### config.mk
export PLATFORM = sky130hd
export DESIGN_NAME = mmc_top
export DESIGN_NICKNAME = d
export VERILOG_FILES = /design/src/mmc_dummy_guard.v /design/src/mmc_top.v
export VERILOG_INCLUDE_DIRS = /design/src /design/src/src
export SDC_FILE = /design/constraint.sdc
export NUM_CORES = 1
export LEC_CHECK = 0
export BUFFER_PORTS_ARGS = -buffer_cell sky130_fd_sc_hd__buf_2
export CORE_MARGIN = 1
export CORE_UTILIZATION = 45
export CTS_CLUSTER_SIZE = 10
export DETAILED_ROUTE_END_ITERATION = 7
export GPL_TIMING_DRIVEN = 0
export PLACE_DENSITY_LB_ADDON = 0.1
export SETUP_SLACK_MARGIN = 0.05
export SYNTH_ARGS = -nofsm -noshare
export SYNTH_HDL_FRONTEND = slang
export SYNTH_SLANG_ARGS = --single-unit
### constraint.sdc
create_clock -name CLOCK -period 10.1 [get_ports CLOCK]
set_clock_uncertainty 0.2 [all_clocks]
set_input_delay 3.03 -clock CLOCK [delete_from_list [all_inputs] [get_ports CLOCK]]
set_output_delay 3.03 -clock CLOCK [all_outputs]
set_load 0.01 [all_outputs]
### src/mmc_consts.vh
// Constants for the monitor measurement configuration block.
// Assumes a 125 MHz core clock and byte-wide register access.
`ifndef MMC_CONSTS_VH
`define MMC_CONSTS_VH

// Register pointers
`define MMC_PTR_SHUNT_CFG      8'h00
`define MMC_PTR_TEMP_CFG       8'h01

// Reset values
`define MMC_SHUNT_CFG_RST      16'h399f
`define MMC_TEMP_CFG_RST_TRI   16'hff80
`define MMC_TEMP_CFG_RST_DUAL  16'hbf80

// Shunt measurement configuration fields
`define MMC_SOFT_RST_BIT       15
`define MMC_ONE_SHOT_BIT       14
`define MMC_BUS_RANGE_BIT      13
`define MMC_GAIN_HI            12
`define MMC_GAIN_LO            11
`define MMC_BUS_CFG_HI         10
`define MMC_BUS_CFG_LO         7
`define MMC_SHUNT_CFG_HI       6
`define MMC_SHUNT_CFG_LO       3
`define MMC_MODE_HI            2
`define MMC_MODE_LO            0

// Temperature configuration fields
`define MMC_TEMP_CONTINUOUS_BIT_BIT           15
`define MMC_REMOTE_CHAN_EN_3_BIT           14
`define MMC_REMOTE_CHAN_EN_2_BIT           13
`define MMC_REMOTE_CHAN_EN_1_BIT           12
`define MMC_LEN_BIT            11
`define MMC_RES_COMP_BIT       10
`define MMC_RATE_HI            9
`define MMC_RATE_LO            7
`define MMC_PIN_RB_BIT         2
`define MMC_PIN_DRV_HI         1
`define MMC_PIN_DRV_LO         0
`define MMC_TEMP_WR_MASK       16'hff83

// Operating modes
`define MMC_MODE_PDOWN         3'h0
`define MMC_MODE_OFF           3'h4

// Conversion times in microseconds
`define MMC_T9_US              17'h00069
`define MMC_T10_US             17'h000b9
`define MMC_T11_US             17'h00159
`define MMC_T12_US             17'h00299
`define MMC_TAV2_US            17'h00514
`define MMC_TAV4_US            17'h00a14
`define MMC_TAV8_US            17'h0140a
`define MMC_TAV16_US           17'h0280a
`define MMC_TAV32_US           17'h0500a
`define MMC_TAV64_US           17'h0a00a
`define MMC_TAV128_US          17'h14000

// Timing
`define MMC_CLK_MHZ            125
`define MMC_TICK_NS            125000000
`define MMC_CLK_NS             8

`endif

### src/mmc_dummy_guard.v
// Holds no logic; the whole block lives in mmc_top.
// Assumes nothing of its surroundings.
`timescale 1ns/100ps

### src/mmc_top.v
// Configuration registers and conversion sequencing of a system monitor.
// Assumes a two-wire bus front end that delivers register bytes in order.
`timescale 1ns/100ps
`include "mmc_consts.vh"

module mmc_top #(
  parameter TRIPLE_CHAN = 1,
  parameter CYC_PER_US  = `MMC_CLK_MHZ,
  parameter TICK_CYC    = `MMC_TICK_NS / `MMC_CLK_NS
) (
  // Clock and reset
  input  wire        CLOCK,
  input  wire        RSTN,
  input  wire        CE,
  // Register byte port
  input  wire [7:0]  REG_PTR,
  input  wire        BYTE_LSB,
  input  wire        WR_STB,
  input  wire [7:0]  WR_BYTE,
  input  wire        RD_STB,
  output wire [7:0]  RD_BYTE,
  // Voltage converter control
  output wire        BUS_RANGE_SEL,
  output wire [1:0]  SHUNT_GAIN_SEL,
  output wire [3:0]  BUS_CONVERTER_CFG,
  output wire [3:0]  SHUNT_CONVERTER_CFG,
  output wire        VCONV_BUSY,
  output wire        VCONV_SHUNT_EN,
  output wire        VCONV_BUS_EN,
  output wire        VCONV_DONE,
  // Temperature core control
  output wire [3:0]  TEMP_CHAN_EN,
  output wire        SERIES_RES_COMP_EN,
  output wire        TEMP_ACTIVE,
  output wire        TEMP_PASS_DONE,
  // General-purpose pin
  input  wire        PIN_IN,
  output wire        PIN_OUT,
  output wire        PIN_OE_N
);

  localparam [15:0] TEMP_RST = (TRIPLE_CHAN != 0) ? `MMC_TEMP_CFG_RST_TRI
                                                  : `MMC_TEMP_CFG_RST_DUAL;
  localparam [15:0] TEMP_MASK = (TRIPLE_CHAN != 0) ? `MMC_TEMP_WR_MASK
                                : (`MMC_TEMP_WR_MASK & 16'hbfff);
  localparam [31:0] TICK_LEN = TICK_CYC;
  localparam [31:0] US_LEN   = CYC_PER_US;
  localparam [2:0] V_IDLE = 3'h1;
  localparam [2:0] V_CONV = 3'h2;
  localparam [2:0] V_STOP = 3'h4;
  localparam [2:0] T_OFF  = 3'h1;
  localparam [2:0] T_RUN  = 3'h2;
  localparam [2:0] T_IDLE = 3'h4;

  reg  [15:0] shunt_cfg_ff;
  reg  [15:0] temp_cfg_ff;
  reg  [7:0]  hold_ff;
  reg  [7:0]  rd_byte_ff;
  reg  [2:0]  vstate_ff;
  reg  [31:0] vcnt_ff;
  reg         vdone_ff;
  reg  [2:0]  tstate_ff;
  reg  [31:0] tick_ff;
  reg  [7:0]  per_ff;
  reg         tdone_ff;
  reg         vtrig_ff;
  reg         pin_out_ff;
  reg         pin_oe_n_ff;

  reg  [15:0] nxt_shunt_cfg;
  reg  [15:0] nxt_temp_cfg;
  reg  [2:0]  nxt_vstate;
  reg  [31:0] nxt_vcnt;
  reg  [2:0]  nxt_tstate;
  reg  [7:0]  period;
  reg  [15:0] rd_word;

  // Second byte of a pair commits the whole word
  wire [15:0] wr_word   = {hold_ff, WR_BYTE};
  wire        commit    = WR_STB & BYTE_LSB;
  wire        wr_shunt  = commit & (REG_PTR == `MMC_PTR_SHUNT_CFG);
  wire        wr_temp   = commit & (REG_PTR == `MMC_PTR_TEMP_CFG);
  wire        soft_rst  = wr_shunt & wr_word[`MMC_SOFT_RST_BIT];
  wire        one_shot  = wr_shunt & wr_word[`MMC_ONE_SHOT_BIT] &
                          ~soft_rst;

  // Mode as of this edge's write, so a one-shot sees the new mode
  wire [2:0]  mode      = nxt_shunt_cfg[`MMC_MODE_HI:`MMC_MODE_LO];
  wire        mode_trig = ~mode[2] & (mode != `MMC_MODE_PDOWN);
  wire        mode_temp_continuous_bit = mode[2] & (mode != `MMC_MODE_OFF);
  wire [3:0]  chan      = temp_cfg_ff[`MMC_REMOTE_CHAN_EN_3_BIT:`MMC_LEN_BIT];
  wire [2:0]  nch       = {2'h0, chan[0]} + {2'h0, chan[1]} +
                          {2'h0, chan[2]} + {2'h0, chan[3]};
  wire [2:0]  rate      = temp_cfg_ff[`MMC_RATE_HI:`MMC_RATE_LO];
  wire        temp_continuous_bit      = temp_cfg_ff[`MMC_TEMP_CONTINUOUS_BIT_BIT];
  wire        tick_end  = (tick_ff == TICK_LEN - 32'h1);
  wire        pass_end  = (tstate_ff == T_RUN) & tick_end &
                          (per_ff >= period - 8'h1); // Rate cut mid-pass
  wire        temp_trig = pass_end & (rate != 3'h7) & (nch != 3'h0) &
                          mode_trig;
  wire        vstart    = (mode_temp_continuous_bit | ((one_shot | vtrig_ff) &
                          mode_trig));

  // Conversion time of one converter field in microseconds
  function [16:0] conv_us;
    input [3:0] cfg;
    begin
      if (!cfg[3]) begin
        case (cfg[1:0])
          2'h0:    conv_us = `MMC_T9_US;
          2'h1:    conv_us = `MMC_T10_US;
          2'h2:    conv_us = `MMC_T11_US;
          default: conv_us = `MMC_T12_US;
        endcase
      end else begin
        case (cfg[2:0])
          3'h0:    conv_us = `MMC_T12_US;
          3'h1:    conv_us = `MMC_TAV2_US;
          3'h2:    conv_us = `MMC_TAV4_US;
          3'h3:    conv_us = `MMC_TAV8_US;
          3'h4:    conv_us = `MMC_TAV16_US;
          3'h5:    conv_us = `MMC_TAV32_US;
          3'h6:    conv_us = `MMC_TAV64_US;
          default: conv_us = `MMC_TAV128_US;
        endcase
      end
    end
  endfunction

  // Length taken from the fields being written alongside a one-shot
  wire [16:0] bus_us   = conv_us(nxt_shunt_cfg[`MMC_BUS_CFG_HI:
                                               `MMC_BUS_CFG_LO]);
  wire [16:0] shunt_us = conv_us(nxt_shunt_cfg[`MMC_SHUNT_CFG_HI:
                                               `MMC_SHUNT_CFG_LO]);
  wire [17:0] tot_us   = (mode[0] ? {1'b0, shunt_us} : 18'h0) +
                         (mode[1] ? {1'b0, bus_us} : 18'h0);
  wire [49:0] tot_full = {32'h0, tot_us} * {18'h0, US_LEN};
  wire [31:0] tot_cyc  = tot_full[31:0];

  // Register writes; soft reset overrides everything
  always @* begin
    nxt_shunt_cfg = shunt_cfg_ff;
    nxt_temp_cfg  = temp_cfg_ff;
    if (wr_shunt) begin
      nxt_shunt_cfg = wr_word;
      nxt_shunt_cfg[`MMC_SOFT_RST_BIT] = 1'b0;
      nxt_shunt_cfg[`MMC_ONE_SHOT_BIT] = 1'b0;
    end
    if (wr_temp) begin
      nxt_temp_cfg = wr_word & TEMP_MASK;
    end
    if (soft_rst) begin
      nxt_shunt_cfg = `MMC_SHUNT_CFG_RST;
      nxt_temp_cfg  = TEMP_RST;
    end
  end

  // Voltage converter sequencing
  always @* begin
    nxt_vstate = vstate_ff;
    nxt_vcnt   = vcnt_ff;
    case (vstate_ff)
      V_IDLE: begin
        if (vstart && tot_cyc != 32'h0) begin
          nxt_vstate = V_CONV;
          nxt_vcnt   = tot_cyc;
        end
      end
      V_CONV: begin
        if (mode == `MMC_MODE_PDOWN) begin
          nxt_vstate = V_IDLE;
          nxt_vcnt   = 32'h0;
        end else if (vcnt_ff <= 32'h1) begin
          nxt_vstate = V_STOP;
          nxt_vcnt   = 32'h0;
        end else begin
          nxt_vcnt = vcnt_ff - 32'h1;
        end
      end
      V_STOP: nxt_vstate = V_IDLE;
      default: begin
        nxt_vstate = V_IDLE;
        nxt_vcnt   = 32'h0;
      end
    endcase
  end

  // Temperature pass length in ticks of one eighth second
  always @* begin
    case (rate)
      3'h6:    period = (nch == 3'h4) ? 8'h4 :
                        (nch == 3'h3) ? 8'h3 : 8'h2;
      3'h7:    period = (nch == 3'h4) ? 8'h4 :
                        (nch == 3'h3) ? 8'h3 :
                        (nch == 3'h2) ? 8'h2 : 8'h1;
      default: period = 8'h80 >> rate;
    endcase
  end

  always @* begin
    nxt_tstate = tstate_ff;
    case (tstate_ff)
      T_OFF:   if (temp_continuous_bit || one_shot) nxt_tstate = T_RUN;
      T_RUN:   if (pass_end && !temp_continuous_bit) nxt_tstate = T_IDLE;
      T_IDLE:  if (temp_continuous_bit || one_shot) nxt_tstate = T_RUN;
      default: nxt_tstate = T_OFF;
    endcase
    if (!temp_continuous_bit && nch == 3'h0) nxt_tstate = T_OFF;
  end

  // Read word mux; unmapped pointers read zero
  always @* begin
    case (REG_PTR)
      `MMC_PTR_SHUNT_CFG: rd_word = shunt_cfg_ff;
      `MMC_PTR_TEMP_CFG: begin
        rd_word = temp_cfg_ff;
        rd_word[`MMC_PIN_RB_BIT] = PIN_IN;
      end
      default: rd_word = 16'h0;
    endcase
  end

  always @(posedge CLOCK or negedge RSTN) begin
    if (!RSTN) begin
      shunt_cfg_ff <= `MMC_SHUNT_CFG_RST;
      temp_cfg_ff  <= TEMP_RST;
      hold_ff      <= 8'h0;
      rd_byte_ff   <= 8'h0;
      vstate_ff    <= V_IDLE;
      vcnt_ff      <= 32'h0;
      vdone_ff     <= 1'b0;
      tstate_ff    <= T_RUN;
      tick_ff      <= 32'h0;
      per_ff       <= 8'h0;
      tdone_ff     <= 1'b0;
      vtrig_ff     <= 1'b0;
      pin_out_ff   <= 1'b0;
      pin_oe_n_ff  <= 1'b1;
    end else if (CE) begin
      shunt_cfg_ff <= nxt_shunt_cfg;
      temp_cfg_ff  <= nxt_temp_cfg;
      if (WR_STB && !BYTE_LSB) hold_ff <= WR_BYTE;
      if (RD_STB) rd_byte_ff <= BYTE_LSB ? rd_word[7:0]
                                         : rd_word[15:8];
      if (soft_rst) begin
        vstate_ff <= V_IDLE;
        vcnt_ff   <= 32'h0;
        vdone_ff  <= 1'b0;
        tstate_ff <= T_RUN;
        tick_ff   <= 32'h0;
        per_ff    <= 8'h0;
        tdone_ff  <= 1'b0;
        vtrig_ff  <= 1'b0;
      end else begin
        vstate_ff <= nxt_vstate;
        vcnt_ff   <= nxt_vcnt;
        vdone_ff  <= (vstate_ff == V_CONV) && (nxt_vstate == V_STOP);
        tstate_ff <= nxt_tstate;
        if (tstate_ff != T_RUN || nxt_tstate != T_RUN || pass_end) begin
          tick_ff <= 32'h0;
          per_ff  <= 8'h0;
        end else if (tick_end) begin
          tick_ff <= 32'h0;
          per_ff  <= per_ff + 8'h1;
        end else begin
          tick_ff <= tick_ff + 32'h1;
        end
        tdone_ff <= pass_end;
        vtrig_ff <= temp_trig;
      end
      pin_out_ff  <= nxt_temp_cfg[`MMC_PIN_DRV_LO];
      pin_oe_n_ff <= ~nxt_temp_cfg[`MMC_PIN_DRV_HI];
    end
  end

  assign RD_BYTE             = rd_byte_ff;
  assign BUS_RANGE_SEL       = shunt_cfg_ff[`MMC_BUS_RANGE_BIT];
  assign SHUNT_GAIN_SEL      = shunt_cfg_ff[`MMC_GAIN_HI:`MMC_GAIN_LO];
  assign BUS_CONVERTER_CFG   = shunt_cfg_ff[`MMC_BUS_CFG_HI:`MMC_BUS_CFG_LO];
  assign SHUNT_CONVERTER_CFG = shunt_cfg_ff[`MMC_SHUNT_CFG_HI:
                                            `MMC_SHUNT_CFG_LO];
  assign VCONV_BUSY          = vstate_ff[1];
  assign VCONV_SHUNT_EN      = shunt_cfg_ff[`MMC_MODE_LO];
  assign VCONV_BUS_EN        = shunt_cfg_ff[`MMC_MODE_LO + 1];
  assign VCONV_DONE          = vdone_ff;
  assign TEMP_CHAN_EN        = temp_cfg_ff[`MMC_REMOTE_CHAN_EN_3_BIT:`MMC_LEN_BIT];
  assign SERIES_RES_COMP_EN  = temp_cfg_ff[`MMC_RES_COMP_BIT];
  assign TEMP_ACTIVE         = tstate_ff[1];
  assign TEMP_PASS_DONE      = tdone_ff;
  assign PIN_OUT             = pin_out_ff;
  assign PIN_OE_N            = pin_oe_n_ff;

endmodule

==> key figures, run 1 <==
Clocking
  • # hold bufs at CTS: 0
  • H-tree depth: 4
  • Clock buffer count from CTS: 17
  • Worst-path clk slew: 70 ps
  • CTS max path bufs: 2
  • CTS Sinks: between 100 and 150
  • Clk Latency, worst-skew pair: ~430 ps
  • CTS tree: built
  • Clk Tree Root Cell: clkbuf_16

Setup path
  • Max incr delay on CP: 550 ps
  • Worst Reg-to-Reg Cells: 38
  • RR Endpoint: vcnt_ff[30]$_DFFE_PN0P_
  • Setup Crit Path Kind: input pin to register
  • R2R setup slack: 780 ps
  • Reg-to-reg critical path startpoint: hold_ff[7]$_DFFE_PN0P_
  • Startpoint Class: input pin
  • CP arrival: 12,100 ps
  • Worst path required time: between 10,000 and 15,000 ps
  • CP max FO: 10
  • Setup crit end kind: register
  • Slowest CP cell: fa_1
  • Worst Setup SP: REG_PTR[2]

Placed design
  • Routability cong.: roughly 0.83
  • I/O Buffers: 52
  • Post-DP Area: 12,430 um^2
  • Placed cells: 1,706
  • Hpwl dp: ~22,000 um

Layout
  • Final #Nets: between 1,500 and 2,000
  • P&R area growth vs syn: 22.02%
  • Layout cell share with drive strength beyond 1: 22.36%
  • Diodes inserted: 0
  • Commonest non-fill, non-tap cell in the layout: inv_1
  • Final instance area: 13,970 um^2
  • Commonest non-fill, non-tap cells in the layout: 120 x inv_1, 119 x nor2_1, 117 x nand2_1
  • Non-Filler Instances: around 1,800
  • FILL cells: 2,327

Floorplan
  • Core Box Area: 25,040 um^2
  • DIE AREA: 26,080 um^2
  • Row Count: 58
  • Boundary Pins: 55
  • Initial core utilization: 45.72%
  • Die Ht: roughly 160 um
  • Die X: 161.5 um

Logic synthesis
  • Asr flop ratio synth: 100.0%
  • Synth warn: 0
  • Register area share after synthesis: 27.13%
  • Post-Syn Area per Cell: 8.652 um^2
  • Synthesized instance count: ~1,300
  • Synth cell types: 80
  • Synth Cell Area: 11,450 um^2
  • Synth Net Count: between 1,000 and 1,500
  • FF+latch count, synth: 123
  • EDFF count, synth: 0
  • Most used DFF post-synth: dfrtp_1

Timing
  • Worst Tran Pin Value: 1125 ps
  • TNS Setup: -62,170 ps
  • Final min period: between 10,000 and 15,000 ps
  • Final Setup Violations: 34
  • Slew headroom: 23.04%
  • Fin. Hold Viols: 0
  • Unrepaired setup endpoints after global routing: true
  • Fin. max-slew vios: 0
  • Final period utilization: 118.7%
  • Fmax: approximately 83 MHz
  • Setup ws final: -1889 ps

Min path
  • Hold Path End: RD_BYTE[6]$_DFFE_PN0P_
  • Hold depth: 2
  • Hold_sp: RD_BYTE[6]$_DFFE_PN0P_
  • Hold Crit Class: register to register

Global routing
  • Largest net degree at the start of global routing: 76
  • First-pass GRT wire length: 49,420 um
  • Vias in the first global route: 9,878
  • Overflow after GRT: 0
  • GRT Util Overall: 23.50%
  • Initial antenna violation count: 0

Power and ir drop
  • Peak VDD IR: a little over 0.09 mV
  • Net Sw Frac: 29.93%
  • Seq pwr share: 40.2%
  • Clk network pwr share: about 47%
  • Pleak: 6.308 nW
  • Pwr per Cell Area: 91.80 nW/um^2
  • Cell Int Power: ~0.90 mW
  • Total power: 1.282 mW
  • Psw: 0.3839 mW
  • Logic gate share of total power: roughly an eighth

Outcome
  • Status: finished with violations
  • Violated checks: DRC, setup timing

Route
  • First-iteration detailed-routing DRC count: 593
  • DRC Markers: 2
  • Final WL: 29,490 um
  • Routed Antenna Nets: 0
  • Vias: 9,973
  • Vias per cell: between 5 and 6
  • Wire per inst: 16.41 um
  • Drt pass-1 iters: 7

Job
  • Max cap viols: 0
==> cell type report <==
cell class                 instances  area [um^2]  share of cell area (%)
tap                              330        412.9                   2.956
clock inverter                    15        152.6                   1.093
clock buffer                      17        425.4                   3.046
multi-input combinational       1016         8243                   59.01
inverter                         129        484.2                   3.466
timing repair buffer             113        787.0                   5.634
buffer                            54        357.8                   2.562
sequential                       123         3105                   22.23
==> through the flow <==
stage                     worst slack [ps]  hold WS, ps  util, %
after floorplan                      -1828        242.7        -
after global placement               -3301        260.7    49.53
after detailed placement             -3372        260.8    49.67
after CTS                            -1749        276.1    54.80
after global routing                 -2170        309.6    55.79
final                                -1889        273.8    55.79
==> worst max-delay path, delay by kind of cell <==
kind / cells / cell delay, ps
AND/OR/NAND/NOR: 6 / 2160
buffers and inverters: 7 / 830
XOR/XNOR: 2 / 280
AO/OA/AOI/OAI: 17 / 3450
adder cells (fa/ha/maj): 6 / 2320
==> flip-flops by register name, indices dropped and copies added (netlist names) <==
name / flops
PIN_OE_N: 1
RD_BYTE: 8
TEMP_PASS_DONE: 1
VCONV_DONE: 1
hold_ff: 8
per_ff: 8
shunt_cfg_ff: 14
temp_cfg_ff: 11
tick_ff: 32
tstate_ff: 3
vcnt_ff: 32
vstate_ff: 3
vtrig_ff: 1
==> power by group through the flow <==
| stage | clock network (mW) | registers [mW] | logic, mW |
|---|---|---|---|
| 6_report | 0.599 | 0.515 | 0.169 |
| 5_1_grt | 0.628 | 0.516 | 0.188 |
| 4_1_cts | 0.608 | 0.515 | 0.164 |
| 3_5_place_dp | 0 | 0.524 | 0.155 |
| 3_3_place_gp | 0 | 0.523 | 0.152 |
| 2_1_floorplan | 0 | 0.521 | 0.104 |
==> how the worst max path moves through the flow <==
stage	to	slack, ps
after global placement	vcnt_ff[12]$_DFFE_PN0P_	-3300
after detailed placement	vcnt_ff[12]$_DFFE_PN0P_	-3370
after floorplan	vcnt_ff[25]$_DFFE_PN0P_	-1830
after CTS	vcnt_ff[25]$_DFFE_PN0P_	-1750
final	vcnt_ff[30]$_DFFE_PN0P_	-1890
after global routing	vcnt_ff[18]$_DFFE_PN0P_	-2170
==> per-layer routing <==
metal | track usage, % | up-vias | share of wire [%]
met5 | 0 | - | 0
met4 | 6.089 | 0 | 1.2
met3 | 2.619 | 23 | 3.4
met2 | 38.52 | 186 | 48
met1 | 32.97 | 4853 | 48
li1 | - | 4911 | -
==> synthesized netlist by cell type, types with 14 or more instances <==
cell | instances | area [um^2]
nor2_1 | 131 | 491.7
or3_1 | 17 | 106.4
o21ai_0 | 98 | 490.5
xor2_1 | 37 | 324.1
a21oi_1 | 55 | 275.3
xnor2_1 | 37 | 324.1
nand4_1 | 18 | 112.6
and3_1 | 17 | 106.4
ha_1 | 90 | 1126
fa_1 | 62 | 1241
buf_4 | 15 | 112.6
nand3_1 | 22 | 110.1
nor3_1 | 30 | 150.1
a21o_1 | 20 | 150.1
nand2_1 | 121 | 454.2
dfstp_2 | 22 | 578.1
inv_1 | 129 | 484.2
dfrtp_1 | 101 | 2527
nor4_1 | 14 | 87.58
nand2b_1 | 14 | 87.58
clkbuf_1 | 33 | 123.9
o21ai_1 | 19 | 95.09
==> logic make-up (layout without fill, tap and decap cells) <==
group	count (synthesis)	after routing	synth area share [%]
DFF	123	123	27.13
AOI/OAI and AO/OA	329	329	18.85
buffers and inverters	184	328	6.766
xor gates and xnor gates	74	74	5.662
muxes	20	20	2.208
adders and majority gates	152	152	20.68
other	1	1	0.03276
and+or+nand+nor	440	440	18.67
==> what timing repair did <==
item                       4_1_cts  5_1_grt
resized for setup               81       41
cloned                           3        0
setup endpoints to repair       34       34
pin swaps                       38       29
buffers inserted                46       11
No activity file was read; power rests on OpenSTA's default activity.
==> run 2: changes to the inputs <==
--- a/config.mk
+++ b/config.mk
@@ -7,8 +7,10 @@
 export NUM_CORES = 1
 export LEC_CHECK = 0
 export BUFFER_PORTS_ARGS = -buffer_cell sky130_fd_sc_hd__buf_2
+export CELL_PAD_IN_SITES_DETAIL_PLACEMENT = 0
+export CELL_PAD_IN_SITES_GLOBAL_PLACEMENT = 1
 export CORE_MARGIN = 1
-export CORE_UTILIZATION = 45
+export CORE_UTILIZATION = 39
 export CTS_CLUSTER_SIZE = 10
 export DETAILED_ROUTE_END_ITERATION = 7
 export GPL_TIMING_DRIVEN = 0
==> run 2 against run 1 <==
The run ends with setup timing left; register-to-register slack got worse by 170 ps; total power rose by 4.3%; flip-flop and latch count did not move; non-clock buffer count rose by 14; maximum frequency fell by 0.49%.
==> key figures, run 2 (synthesis gave the netlist of run 1 again) <==
Placed design
  • Post-DP Area: 12,500 um^2
  • Hpwl dp: 23,720 um
  • Routability cong.: 0.8276
  • I/O Buffers: 52

Route
  • Wire per inst: around 17 um
  • First-iteration detailed-routing DRC count: 570
  • DRC Markers: 0
  • Routed Antenna Nets: 0
  • Vias per cell: 5.466
  • Final WL: 31,940 um
  • Vias: between 10,000 and 15,000
  • Drt pass-1 iters: 5

Setup path
  • Max incr delay on CP: 550 ps
  • Reg-to-reg critical path startpoint: hold_ff[7]$_DFFE_PN0P_
  • Worst Reg-to-Reg Cells: 38
  • RR Endpoint: vcnt_ff[25]$_DFFE_PN0P_
  • Setup crit end kind: register
  • Startpoint Class: input pin
  • Setup Crit Path Kind: input pin to register
  • R2R setup slack: slightly above 600 ps
  • CP arrival: 12,170 ps
  • CP max FO: 7
  • Worst path required time: 10,220 ps
  • Slowest CP cell: fa_1

Floorplan
  • Core Box Area: 28,780 um^2
  • Initial core utilization: about 40%
  • Row Count: 62
  • Die Ht: 173.3 um
  • DIE AREA: 30,040 um^2
  • Die X: 173.3 um
  • Boundary Pins: 55

Clocking
  • Clock buffer count from CTS: 17
  • Clk Tree Root Cell: clkbuf_16
  • Clk Latency, worst-skew pair: between 400 and 500 ps
  • CTS Sinks: between 100 and 150
  • CTS tree: built
  • # hold bufs at CTS: 0
  • CTS max path bufs: 2
  • Worst-path clk slew: 70 ps
  • H-tree depth: 4

Timing
  • Setup ws final: -1948 ps
  • Final min period: between 10,000 and 15,000 ps
  • Final period utilization: 119.3%
  • Fin. Hold Viols: 0
  • Fin. max-slew vios: 0
  • Final Setup Violations: 34
  • Slew headroom: 23.70%
  • Fmax: 83.00 MHz
  • Hold Slack: ~280 ps
  • Worst Tran Pin Value: 1129 ps
  • Unrepaired setup endpoints after global routing: true

Power and ir drop
  • Pwr per Cell Area: 93.06 nW/um^2
  • Total power: 1.337 mW
  • Peak VDD IR: 0.1090 mV
  • Pleak: 6.432 nW

Global routing
  • Overflow after GRT: 0
  • Largest net degree at the start of global routing: 91
  • First-pass GRT wire length: 52,840 um
  • Initial antenna violation count: 0
  • Vias in the first global route: 10,230
  • GRT Util Overall: a little over a fifth

Layout
  • P&R area growth vs syn: 25.51%
  • Fin util: approximately 50%
  • Diodes inserted: 0
  • FILL cells: 2,789
  • Layout cell share with drive strength beyond 1: approximately a quarter
  • Commonest non-fill, non-tap cell in the layout: nor2_1
  • Final instance area: 14,370 um^2
  • Final #Nets: 1,643
  • Commonest non-fill, non-tap cells in the layout: 120 x nor2_1, 118 x nand2_1, 117 x inv_1
  • Biggest regs: tick_ff x32, vcnt_ff x32, shunt_cfg_ff x14

Job
  • Max cap viols: 0

Min path
  • Hold Crit Class: register to register
  • Hold_sp: RD_BYTE[6]$_DFFE_PN0P_
  • Hold depth: 2
  • Hold Path End: RD_BYTE[6]$_DFFE_PN0P_

Outcome
  • Violated checks: setup timing
  • Status: finished with violations
-- run 2: changes by cell type in the layout (fill, tap and decap cells not counted), moves of 5 or more --
cell | previous run | this run
buf_4 | 64 | 80
o21ai_2 | 11 | 20
o2bb2ai_1 | 10 | 0
o21ai_1 | 35 | 23
o2bb2ai_2 | 3 | 13
inv_6 | 4 | 9
-- run 2: layout make-up --
class / instances / area, um^2 / area share [%]
flip-flops and latches: 123 / 3105 / 21.61
clock inverters: 14 / 168.9 / 1.176
inverters: 129 / 486.7 / 3.388
repair buffers: 128 / 953.4 / 6.636
clock buffers: 18 / 439.2 / 3.057
well taps: 384 / 480.5 / 3.344
plain buffers: 53 / 357.8 / 2.491
multi-input cells: 1016 / 8376 / 58.29
-- run 2: stage by stage --
step	std cells	TNS, ps	setup slack (ps)
after floorplan	1323	-59020	-1828
after global placement	1759	-113680	-3512
after detailed placement	1760	-115430	-3552
after CTS	1845	-60330	-1840
after global routing	1865	-75040	-2276
final	1865	-64280	-1948
-- run 2: routing by layer --
metal	up-vias	routed length [um]	global-route usage [%]
li1	4952	-	-
met1	5048	15360	29.84
met2	169	15220	35.88
met3	26	933	3.004
met4	0	425	5.457
met5	-	0	0
-- run 2: worst max-delay path, delay by kind of cell --
kind | cells | cell delay [ps]
compound gates | 16 | 3000
mux | 1 | 190
buf+inv | 10 | 1030
fa+ha+maj | 7 | 2570
simple gates | 7 | 2330
-- run 2: where the power goes --
group	switching [mW]	internal (mW)
Clock	0.270	0.381
Sequential	0.0101	0.505
Combinational	0.105	0.0658
-- run 2: timing repair --
item | 4_1_cts | 5_1_grt
setup buffers | 53 | 20
gates cloned | 2 | 2
setup endpoints to repair | 34 | 34
pin swaps | 51 | 35
hold endpoints to repair | 0 | 0
resized for setup | 105 | 44
-- run 2: worst max path at each step --
stage | slack (ps) | from | to | cells past startpoint
2_1_floorplan | -1830 | REG_PTR[2] | vcnt_ff[25]$_DFFE_PN0P_ | 39
3_3_place_gp | -3510 | REG_PTR[2] | vcnt_ff[11]$_DFFE_PN0P_ | 36
3_5_place_dp | -3550 | REG_PTR[2] | vcnt_ff[13]$_DFFE_PN0P_ | 36
4_1_cts | -1840 | REG_PTR[2] | vcnt_ff[25]$_DFFE_PN0P_ | 43
5_1_grt | -2280 | REG_PTR[2] | vcnt_ff[31]$_DFFE_PN0P_ | 41
6_report | -1950 | REG_PTR[2] | vcnt_ff[25]$_DFFE_PN0P_ | 41
